<file path="src/timer_pkg.sv">
// timer_pkg: shared types and constants for the capture/compare/pwm timer
// assumes a single 250 MHz clock domain; no bus, control arrives on plain ports
package timer_pkg;

  localparam int          COUNT_WIDTH     = 16;
  localparam int          MAX_CHANNELS    = 8;
  localparam logic [15:0] COUNT_RESET     = 16'h0000;
  localparam logic [15:0] COUNT_FULL      = 16'hFFFF;
  localparam logic [15:0] MODULO_RESET    = 16'h0000;
  localparam logic [15:0] VALUE_RESET     = 16'h0000;
  localparam logic [1:0]  EDGE_NONE       = 2'h0;
  localparam logic [1:0]  EDGE_RISE       = 2'h1;
  localparam logic [1:0]  EDGE_FALL       = 2'h2;
  localparam logic [1:0]  EDGE_BOTH       = 2'h3;
  localparam logic [1:0]  CMP_NONE        = 2'h0;
  localparam logic [1:0]  CMP_TOGGLE      = 2'h1;
  localparam logic [1:0]  CMP_LOW         = 2'h2;
  localparam logic [1:0]  CMP_HIGH        = 2'h3;
  localparam logic [1:0]  CLK_OFF         = 2'h0;
  localparam logic [1:0]  CLK_BUS         = 2'h1;
  localparam logic [1:0]  CLK_EXTERNAL    = 2'h3;
  localparam int          SYNC_STAGES     = 2;

  // channel mode select
  typedef enum logic [1:0] {
    CH_CAPTURE,
    CH_COMPARE,
    CH_EDGE_PWM,
    CH_EDGE_PWM_ALT
  } channel_mode_t;

  // per-channel configuration from software
  typedef struct packed {
    channel_mode_t mode;
    logic [1:0]    edge_level_select;
    logic [15:0]   channel_value;
    logic          value_write;
  } channel_cfg_t;

  // per-channel result
  typedef struct packed {
    logic [15:0] captured;
    logic        flag;
  } channel_stat_t;

endpackage : timer_pkg

</file>
<file path="src/edge_sync.sv">
// edge_sync: two-stage synchroniser with rise/fall pulse outputs
// assumes pin is asynchronous to clk; first stage feeds only the second
`timescale 1ns/1ps
module edge_sync (
  // clock and reset
  input  wire logic clk,
  input  wire logic rstn,
  // pin
  input  wire logic pin,
  // results
  output logic      level,
  output logic      rise,
  output logic      fall
);
  logic stage1;
  logic stage2;
  logic stage3;

  // short pulses can slip between samples: two clocks is the safe width
  always_ff @(posedge clk or negedge rstn) begin
    if (!rstn) begin
      stage1 <= 1'b0;
      stage2 <= 1'b0;
      stage3 <= 1'b0;
    end else begin
      stage1 <= pin;
      stage2 <= stage1;
      stage3 <= stage2;
    end
  end

  assign level = stage2;
  assign rise  = stage2 & ~stage3;
  assign fall  = ~stage2 & stage3;
endmodule : edge_sync

</file>
<file path="src/timer_capture_compare_pwm.sv">
// timer_capture_compare_pwm: 16-bit timer, up to eight capture/compare/pwm channels
// assumes all control inputs are synchronous to clk; pins are split in/out/enable
// Function
// - each channel picks capture, compare or edge pwm
// - one bit forces center pwm on all channels
// - counter pauses during background debug state
// - stop mode halts timer until clocks return
// - wait mode runs exactly like run mode
// - capture edge latches counter, sets channel flag
// - capture edge: rising, falling, both or none
// - compare match sets flag, drives pin action, unless action is none
// - edge pwm period modulo plus one, polarity
// - edge pwm events at period end, match
// - edge pwm leading edges share period start
// - center pwm period twice modulo, duty twice value
// - center mode counts up to modulo, down
// - center pwm active on down match
// - modulo zero or all ones runs free
// - counter readable without disturbing counting
// - any counter byte write resets counter
// - one pin per channel, one to eight
// - 16-bit counter, free or modulo up/down
// - external clock selectable as count source
// - unused channel pin returns to general io
// - after reset no function owns pins
// - edge pwm active at zero, inactive on match
// - capture inputs synchronised, short pulses lost
// - pwm value loads at modulo minus one step
`timescale 1ns/1ps
module timer_capture_compare_pwm #(
  parameter int CHANNELS = 2
) (
  // clock and reset
  input  wire logic                        clk,
  input  wire logic                        rstn,
  // module control
  input  wire logic [1:0]                  clock_select,
  input  wire logic                        center_mode_select,
  input  wire logic                        background_debug_state,
  input  wire logic [15:0]                 counter_modulo_limit,
  input  wire logic                        count_write_low,
  input  wire logic                        count_write_high,
  input  wire logic                        overflow_clear,
  // channel control
  input  wire timer_pkg::channel_cfg_t     channel_cfg [CHANNELS],
  input  wire logic [CHANNELS-1:0]         flag_clear,
  // external clock and pins
  input  wire logic                        external_count_clock,
  input  wire logic [CHANNELS-1:0]         timer_channel_pin_in,
  output logic [CHANNELS-1:0]              timer_channel_pin_out,
  output logic [CHANNELS-1:0]              timer_channel_pin_oe,
  // status
  output logic [15:0]                      timer_count_value,
  output logic                             counting_down,
  output logic                             overflow_flag,
  output logic [CHANNELS-1:0]              duty_event,
  output timer_pkg::channel_stat_t         channel_stat [CHANNELS]
);

  // one pin per channel, and the counter logic below is fixed at sixteen bits
  if (CHANNELS < 1 || CHANNELS > timer_pkg::MAX_CHANNELS) begin : g_bad_channels
    $error("CHANNELS must be 1 to 8");
  end
  if (timer_pkg::COUNT_WIDTH != 16) begin : g_bad_width
    $error("COUNT_WIDTH must be 16");
  end

  // free-running when the limit is zero or all ones
  function automatic logic [15:0] effective_limit(input logic [15:0] lim);
    return (lim == timer_pkg::MODULO_RESET) ? timer_pkg::COUNT_FULL : lim;
  endfunction : effective_limit

  // edge decode against a select code
  function automatic logic edge_hit(input logic [1:0] sel, input logic r, input logic f);
    return ((sel == timer_pkg::EDGE_RISE) & r) | ((sel == timer_pkg::EDGE_FALL) & f) |
           ((sel == timer_pkg::EDGE_BOTH) & (r | f));
  endfunction : edge_hit

  // one step either way; wraps at the 16-bit boundary by itself
  function automatic logic [15:0] step_up(input logic [15:0] val);
    return val + 16'h0001;
  endfunction : step_up

  function automatic logic [15:0] step_down(input logic [15:0] val);
    return val - 16'h0001;
  endfunction : step_down

  logic [15:0]         count;
  logic                down;
  logic [15:0]         limit;
  logic                ext_rise;
  logic                tick;
  logic                count_reset;
  logic                at_limit;
  logic                at_zero;
  logic                period_wrap;
  logic                preload_step;
  logic [15:0]         next_count;
  logic                next_down;
  logic [CHANNELS-1:0] pin_level;
  logic [CHANNELS-1:0] pin_rise;
  logic [CHANNELS-1:0] pin_fall;
  logic [15:0]         active_value [CHANNELS];
  logic [15:0]         pending_value [CHANNELS];

  assign limit       = effective_limit(counter_modulo_limit);
  assign count_reset = count_write_low | count_write_high;
  // stop mode removes clk itself, so nothing here needs to model it
  // wait mode has no input at all: the timer simply keeps running
  assign tick = (clock_select == timer_pkg::CLK_BUS
                 || (clock_select == timer_pkg::CLK_EXTERNAL && ext_rise))
                && !background_debug_state;
  // exact match only: a count above a lowered limit runs on to the 16-bit wrap
  assign at_limit     = (count == limit);
  assign at_zero      = (count == timer_pkg::COUNT_RESET);
  assign period_wrap  = tick && !center_mode_select && at_limit;
  assign preload_step = tick && !down && (count == step_down(limit));

  // external clock is sampled by bus clock; must not exceed a quarter rate
  edge_sync ext_sync (
    .clk   (clk),
    .rstn  (rstn),
    .pin   (external_count_clock),
    .level (),
    .rise  (ext_rise),
    .fall  ()
  );

  // counter next state: up-wrap, or up/down in center mode
  always_comb begin
    next_count = count;
    next_down  = down;
    if (center_mode_select) begin
      if (!down) begin
        if (at_limit) begin
          next_down  = 1'b1;
          next_count = step_down(count);
        end else begin
          next_count = step_up(count);
        end
      end else begin
        if (at_zero) begin
          next_down  = 1'b0;
          next_count = step_up(count);
        end else begin
          next_count = step_down(count);
        end
      end
    end else begin
      next_down  = 1'b0;
      next_count = at_limit ? timer_pkg::COUNT_RESET : step_up(count);
    end
  end

  // a count write wins over a tick in the same cycle
  always_ff @(posedge clk or negedge rstn) begin
    if (!rstn) begin
      count <= timer_pkg::COUNT_RESET;
      down  <= 1'b0;
    end else if (count_reset) begin
      count <= timer_pkg::COUNT_RESET;
      down  <= 1'b0;
    end else if (tick) begin
      count <= next_count;
      down  <= next_down;
    end
  end

  // read path is a plain copy: reading never touches the counter
  always_ff @(posedge clk or negedge rstn) begin
    if (!rstn) begin
      timer_count_value <= timer_pkg::COUNT_RESET;
      counting_down     <= 1'b0;
      overflow_flag     <= 1'b0;
    end else begin
      timer_count_value <= count;
      counting_down     <= down;
      // set wins over clear
      overflow_flag     <= period_wrap | (overflow_flag & ~overflow_clear);
    end
  end

  for (genvar ch = 0; ch < CHANNELS; ch++) begin : g_ch
    logic          enabled;
    logic          is_capture;
    logic          is_compare;
    logic          is_edge_pwm;
    logic          match;
    logic          event_hit;
    logic          pwm_active;
    logic          drive_out;
    logic          next_out;
    logic [1:0]    els;
    // named pin actions and event sources
    logic          capture_hit;
    logic          match_hit;
    logic          center_on;
    logic          center_off;
    logic          edge_on;
    logic          edge_off;

    assign els         = channel_cfg[ch].edge_level_select;
    // none selected leaves the pin to general io
    assign enabled     = (els != timer_pkg::EDGE_NONE) && (clock_select != timer_pkg::CLK_OFF);
    assign is_capture  = !center_mode_select && channel_cfg[ch].mode == timer_pkg::CH_CAPTURE;
    assign is_compare  = !center_mode_select && channel_cfg[ch].mode == timer_pkg::CH_COMPARE;
    assign is_edge_pwm = !center_mode_select && channel_cfg[ch].mode[1];
    // matching the count being entered keeps the pin in step with the counter
    assign match       = tick && !count_reset && (next_count == active_value[ch]);
    assign pwm_active  = ~els[0]; // polarity: high-true unless low bit set

    edge_sync pin_sync (
      .clk   (clk),
      .rstn  (rstn),
      .pin   (timer_channel_pin_in[ch]),
      .level (pin_level[ch]),
      .rise  (pin_rise[ch]),
      .fall  (pin_fall[ch])
    );

    assign capture_hit = is_capture && edge_hit(els, pin_rise[ch], pin_fall[ch]);
    assign match_hit   = !is_capture && enabled && match;
    assign event_hit   = capture_hit | match_hit;

    // center: active entering the value downward, inactive entering it upward
    assign center_on   = center_mode_select && match && next_down;
    assign center_off  = center_mode_select && match && !next_down;
    // edge: the match beats the wrap, so a zero value gives zero duty
    assign edge_off    = is_edge_pwm && match;
    assign edge_on     = is_edge_pwm && period_wrap && !match;

    // output action; toggle starts from the current pin level
    always_comb begin
      next_out = timer_channel_pin_out[ch];
      // an undriven pin starts from the level it shows
      if (!timer_channel_pin_oe[ch])
        next_out = pin_level[ch];
      if (center_on)
        next_out = pwm_active;
      else if (center_off)
        next_out = ~pwm_active;
      else if (edge_on)
        next_out = pwm_active; // leading edges share the wrap
      else if (edge_off)
        next_out = ~pwm_active;
      else if (is_compare && match) begin
        unique case (els)
          timer_pkg::CMP_TOGGLE: next_out = ~next_out;
          timer_pkg::CMP_LOW:    next_out = 1'b0;
          timer_pkg::CMP_HIGH:   next_out = 1'b1;
          timer_pkg::CMP_NONE:   next_out = next_out;
        endcase
      end
    end

    assign drive_out = enabled && !is_capture;

    // pwm values are double-buffered and load at limit-minus-one
    always_ff @(posedge clk or negedge rstn) begin
      if (!rstn) begin
        pending_value[ch] <= timer_pkg::VALUE_RESET;
        active_value[ch]  <= timer_pkg::VALUE_RESET;
      end else begin
        if (channel_cfg[ch].value_write)
          pending_value[ch] <= channel_cfg[ch].channel_value;
        if (!(center_mode_select || is_edge_pwm) || preload_step)
          active_value[ch] <= channel_cfg[ch].value_write ? channel_cfg[ch].channel_value
                                                          : pending_value[ch];
      end
    end

    always_ff @(posedge clk or negedge rstn) begin
      if (!rstn) begin
        // pins and flags change only on the clock, never through logic
        timer_channel_pin_out[ch] <= 1'b0;
        timer_channel_pin_oe[ch]  <= 1'b0;
        duty_event[ch]            <= 1'b0;
        channel_stat[ch]          <= '0;
      end else begin
        timer_channel_pin_out[ch] <= next_out;
        timer_channel_pin_oe[ch]  <= drive_out;
        duty_event[ch]            <= enabled && match && (is_edge_pwm || center_mode_select);
        // capture mode keeps the last latched count until the next edge
        if (is_capture && event_hit)
          channel_stat[ch].captured <= count;
        else if (!is_capture)
          channel_stat[ch].captured <= active_value[ch];
        // a new event beats a simultaneous clear
        channel_stat[ch].flag <= event_hit | (channel_stat[ch].flag & ~flag_clear[ch]);
      end
    end
  end

endmodule : timer_capture_compare_pwm

</file>
<file path="config.mk">
export PLATFORM = sky130hd
export DESIGN_NAME = timer_capture_compare_pwm
export DESIGN_NICKNAME = d
export VERILOG_FILES = /design/src/timer_pkg.sv /design/src/edge_sync.sv /design/src/timer_capture_compare_pwm.sv
export SDC_FILE = /design/constraint.sdc
export NUM_CORES = 1
export LEC_CHECK = 0
export BUFFER_PORTS_ARGS = -buffer_cell sky130_fd_sc_hd__buf_2
export CORE_MARGIN = 8
export CORE_UTILIZATION = 57
export DETAILED_ROUTE_END_ITERATION = 10
export GPL_ROUTABILITY_DRIVEN = 0
export PLACE_DENSITY = 0.79
export SYNTH_ARGS = -nofsm -noshare
export SYNTH_HDL_FRONTEND = slang
export SYNTH_HIERARCHICAL = 1
export SYNTH_SLANG_ARGS = --single-unit
</file>
<file path="constraint.sdc">
create_clock -name clk -period 4.45 [get_ports clk]
set_input_delay 0.6675 -clock clk [delete_from_list [all_inputs] [get_ports clk]]
set_output_delay 0.6675 -clock clk [all_outputs]
set_load 0.02 [all_outputs]
</file>
After elaboration in Yosys (flattened, before gate mapping) --
Cells that the tools add are included.
Storage, ports and cells: memories 0, output and inout port bits 58, memory bits (read-only) 0, latch bits 0, register bits after elaboration 148, logic and storage cells 188, input bits 72, RAM bits 0
Operators by class: divide/modulo/power cells 0, shift-type cells 0, $mul 0, bitwise gates (word level) 38, eq/ne operators 16, reductions and logical operators 69, magnitude comparators 0, muxes and demuxes 34, add/subtract/negate cells 3
Operators with widths (number):
- $mux 16 | 14
- $eq 16x16->1 | 4
- $logic_and 1x1->1 | 43
- $logic_not 16->1 | 2
- $sub 16x1->16 const B | 2
- $mux 1 | 18
- $add 16x1->16 const B | 1
- $and 1x1->1 | 14
- $not 1->1 | 12
- $or 1x1->1 | 12
- $logic_not 1->1 | 11
- $eq 2x1->1 const B | 5
- $eq 2x2->1 const B | 5
- $logic_not 2->1 | 4
- $pmux 1 s4 | 2
- $reduce_bool 2->1 | 4
- $logic_or 1x1->1 | 5
- $ne 2x1->1 const B | 2

Depth between registers and ports, before layout --
depth in word-level cells 14, mapped depth 16

Cells and area by module --
The synthesis kept the hierarchy.
Modules (own cells, without submodules):
- timer_capture_compare_pwm | cells each 745, times used 1, area each 7786.2 um^2
- edge_sync | cells each 5, times used 3, area each 90.1 um^2

Worst setup path before layout --
No wires, ideal clock.
path type input-to-reg, start input counter_modulo_limit[13], end register duty_event[1], setup slack 0.551 ns, stages on the path 14, arrival 3.819 ns, data required time 4.370 ns, setup time 0.080 ns, path buffers 3, path through buf_2 -> nor4_4 -> buf_4 -> a41oi_1 -> xnor2_2 -> nor4_2 -> and4_1 -> buf_4 -> mux2i_1 -> xor2_1 -> nor4b_2 -> nand2_1 -> or4_1 -> nor3_2
On the way: longest elaborated chain between the ends 10, elaborated cells between the ends (all ways) 11
Ends and longest elaborated chain:
- from (decl) | RTL line timer_capture_compare_pwm.sv:40 | input wire logic [15:0] counter_modulo_limit,
- $logic_not 16->1 | RTL line timer_capture_compare_pwm.sv:70 | return (lim == timer_pkg::MODULO_RESET) ? timer_pkg::COUNT_FULL : lim;
- $mux 16 (*) | RTL line timer_capture_compare_pwm.sv:70
- $eq 16x16->1 (*) | RTL line timer_capture_compare_pwm.sv:114 | assign at_limit = (count == limit);
- $mux 16 | RTL line timer_capture_compare_pwm.sv:135 | if (at_limit) begin
- $mux 16 | RTL line timer_capture_compare_pwm.sv:134 | if (!down) begin
- $mux 16 (*) | RTL line timer_capture_compare_pwm.sv:133 | if (center_mode_select) begin
- $eq 16x16->1 (*) | RTL line timer_capture_compare_pwm.sv:209 | assign match = tick && !count_reset && (next_count == active_value[ch]);
- $logic_and 1x1->1 (*) | RTL line timer_capture_compare_pwm.sv:209
- $logic_and 1x1->1 (*) (2 in a row) | RTL line timer_capture_compare_pwm.sv:282 | duty_event[ch] <= enabled && match && (is_edge_pwm || center_mode_select);
- to (signal, indexed assignment) | RTL line timer_capture_compare_pwm.sv:282
- to (decl) | RTL line timer_capture_compare_pwm.sv:56 | output logic [CHANNELS-1:0] duty_event,
Every way passes the cells marked *; elsewhere a longest branch is shown, timed or not. A chain may end at the register's enable or synchronous reset.

Worst setup path in the final report --
start input counter_modulo_limit[13], end register channel_stat[17] (netlist bit)
On the way: longest elaborated chain between the ends 11, elaborated cells between the ends (all ways) 12
Ends and longest elaborated chain:
- $logic_not 16->1 | RTL line timer_capture_compare_pwm.sv:70
- $mux 16 (*) | RTL line timer_capture_compare_pwm.sv:70
- $eq 16x16->1 (*) | RTL line timer_capture_compare_pwm.sv:114
- $mux 16 | RTL line timer_capture_compare_pwm.sv:135
- $mux 16 | RTL line timer_capture_compare_pwm.sv:134
- $mux 16 (*) | RTL line timer_capture_compare_pwm.sv:133
- $eq 16x16->1 (*) | RTL line timer_capture_compare_pwm.sv:209
- $logic_and 1x1->1 (*) | RTL line timer_capture_compare_pwm.sv:209
- $logic_and 1x1->1 (*) | RTL line timer_capture_compare_pwm.sv:222 | assign match_hit = !is_capture && enabled && match;
- $or 1x1->1 (*) | RTL line timer_capture_compare_pwm.sv:223 | assign event_hit = capture_hit | match_hit;
- $or 1x1->1 (*) | RTL line timer_capture_compare_pwm.sv:289 | channel_stat[ch].flag <= event_hit | (channel_stat[ch].flag & ~flag_clear[ch]);
- to (decl) | RTL line timer_capture_compare_pwm.sv:57 | output timer_pkg::channel_stat_t channel_stat [CHANNELS]
Marks and branches as above.

==> results.md <==
* CP max stage cell: a2111oi_4
* Vias per cell at 6.46
* Sequential power share at 0.442
* Clk pin slew, worst setup/hold paths at 60 ps
* Comb pwr share at 0.169
* Clk buf depth at 2
* Post-DP HPWL at 17.2 mm
* Final Skew at 7.88 ps
* Max_cap viols at 0
* Initial Util at 0.582
* Post-DRT Antenna Nets at 0
* Sw frac at 0.278
* First-pass GRT wire length at 38.0 mm
* Port Buf Inserts at 129
* Relative slew slack at 0.170
* GRT Overall Usage at 0.265
* Hold Crit Class: in -> reg
* Worst Hold Endpoint: g_ch[1].pin_sync/stage1
* IO Pins at 130
* Syn Inst Count at 759
* Routed Wire Length at 23.7 mm
* Reg-to-reg critical path endpoint: duty_event[1]
* DRC viols at 0
* TritonRoute pass-1 iters at 5
* Hold-fix buffers at CTS at 0
* Clk root buf: clkbuf_16
* P_sw at 1.02 mW
* Kind of critical path: in -> reg
* Arrival @ worst endpoint at 4360 ps
* R2R cell count at 13
* Type of origin of the critical path: input port
* Initial DRC Count at 642
* Average size of a mapped cell at 10.6 sq um
* Final Cell Area at 9530 sq um
* Worst-path maximum fanout at 14
* Synthesized Nets at 835
* Pin count of the biggest net entering global routing at 127
* Post_cts resized at 0
* Vias at 6965
* Min Tclk post-route at 4030 ps
* Fin. max-slew vios at 0
* Worst reg2reg setup slack at 550 ps
* Mapped Area at 8050 sq um
* Number of placement rows at 43
* TNS Setup at 0 ps
* Data required, critical path at 4780 ps
* Core area at 13800 sq um
* Fillers at 1013
* Die Ht at 135 um
* Min-delay src: timer_channel_pin_in[1]
* CTS tree: done
* Die X at 135 um
* Post-DP Area at 8940 sq um
* Layout Nets at 964
* R2r startpoint: count[1]
* Diode count at 0
* Fin crit share at 0.906
* Layout cells sized above 1 at 0.314
* Syn. warnings at 6
* TritonCTS Buffers at 17
* DR WL/cell at 22.0 um
* Final hold vios at 0
* Dpl cells at 1049
* # setup viols final at 0
* RSZ-0062 raised after global routing: no
* Die Area at 18200 sq um
* Status: finished clean
* Critical path endpoint category: register
* P_int at 2.65 mW
* Worst-Margin Slew at 1240 ps
* Clk sinks at 148
* Leak at 4.31 nW
* Area of the multi-input gates at 4090 sq um
* Worst-Skew Late Latency at 420 ps
* Max incr delay on CP at 410 ps
* Maximum vdd drop at 0.361 mV
* Grt ovf at 0
* Cells along the critical path: buf_2, nor4_4, buf_4, and4_1, o211ai_4, a2111oi_4, nand4_2, buf_4, mux2i_2, nor2_1, a2111oi_0, and4_1, nand4_1, o31ai_1
* Vias in the first global route at 7225
* Setup repair bufs after CTS at 0
* Non-filler instance count after layout at 1079
* Area delta synth->final at 18.4%
* Power density over cell area at 385 nW/um^2
* Hold depth at 1
* Initial antenna violation count at 0
* Clock share of power at 0.389
* FF+latch area at 3700 sq um
* H-tree levels at 4
* Maximum clock frequency at 0.248 GHz
==> registers in the layout, summed over array words and instances (netlist names), 2 cells and up <==
register / cells
g_ch.pin_sync/stage1: 2
pending_value: 32
timer_channel_pin_oe: 2
timer_channel_pin_out: 2
g_ch.pin_sync/stage3: 2
duty_event: 2
g_ch.pin_sync/level: 2
channel_stat: 34
timer_count_value: 16
active_value: 32
count: 16
==> per-layer routing <==
layer,track usage,share of wire,vias to the layer above
met5,0,0,-
met4,0.146,0.039,0
met3,0.0732,0.10,76
met2,0.412,0.47,445
met1,0.329,0.39,3445
li1,-,-,2999
==> layout make-up <==
cell class,count,area share
clock buffers,21,0.0473
clock inverters,9,0.0138
inverters,9,0.00355
multi-input cells,553,0.430
flip-flops and latches,148,0.389
well taps,180,0.0236
repair buffers,159,0.0934
==> placed cells by master, fill, tap and decap left out, types with 8 or more instances in the layout <==
| cell type | n |
|---|---|
| dfrtp_1 | 148 |
| buf_2 | 128 |
| nand2_1 | 88 |
| mux2_2 | 66 |
| xnor2_1 | 45 |
| nor2_1 | 38 |
| xor2_1 | 36 |
| a22oi_1 | 30 |
| buf_4 | 29 |
| o21ai_0 | 21 |
| nor3_1 | 20 |
| clkbuf_16 | 17 |
| a21oi_1 | 16 |
| a41oi_1 | 14 |
| nand4_1 | 13 |
| nor4_1 | 10 |
| nand3_1 | 10 |
| inv_1 | 9 |
| nor2b_1 | 8 |
==> worst max-delay path: cells and delay by family <==
kind	cells	cell delay (ps)
simple gates	6	1550
compound gates	4	1190
mux	1	280
buf+inv	3	660
==> stage by stage <==
step	utilization	total power [mW]	setup WS (ps)	hold WS (ps)
after floorplan	-	2.00	551	331
after global placement	0.647	2.23	186	332
after detailed placement	0.647	2.25	31.0	341
after CTS	0.689	3.68	465	334
after global routing	0.689	3.81	230	340
final	0.689	3.67	419	348
==> power groups by stage <==
stage / Clock, mW / Combinational [mW] / Sequential [mW]
3_5_place_dp: 0 / 0.615 / 1.64
2_1_floorplan: 0 / 0.310 / 1.69
6_report: 1.43 / 0.621 / 1.62
4_1_cts: 1.44 / 0.621 / 1.62
3_3_place_gp: 0 / 0.594 / 1.63
5_1_grt: 1.50 / 0.670 / 1.64
==> worst max path at each step <==
stage | start | endpoint | depth (start not counted)
final | counter_modulo_limit[13] | channel_stat[17] | 14
after global routing | counter_modulo_limit[13] | channel_stat[17] | 14
after CTS | counter_modulo_limit[13] | channel_stat[17] | 14
after detailed placement | counter_modulo_limit[13] | channel_stat[17] | 14
after global placement | counter_modulo_limit[13] | duty_event[1] | 13
after floorplan | counter_modulo_limit[13] | duty_event[1] | 14
Note: power is estimated with default switching activity, not from simulation.
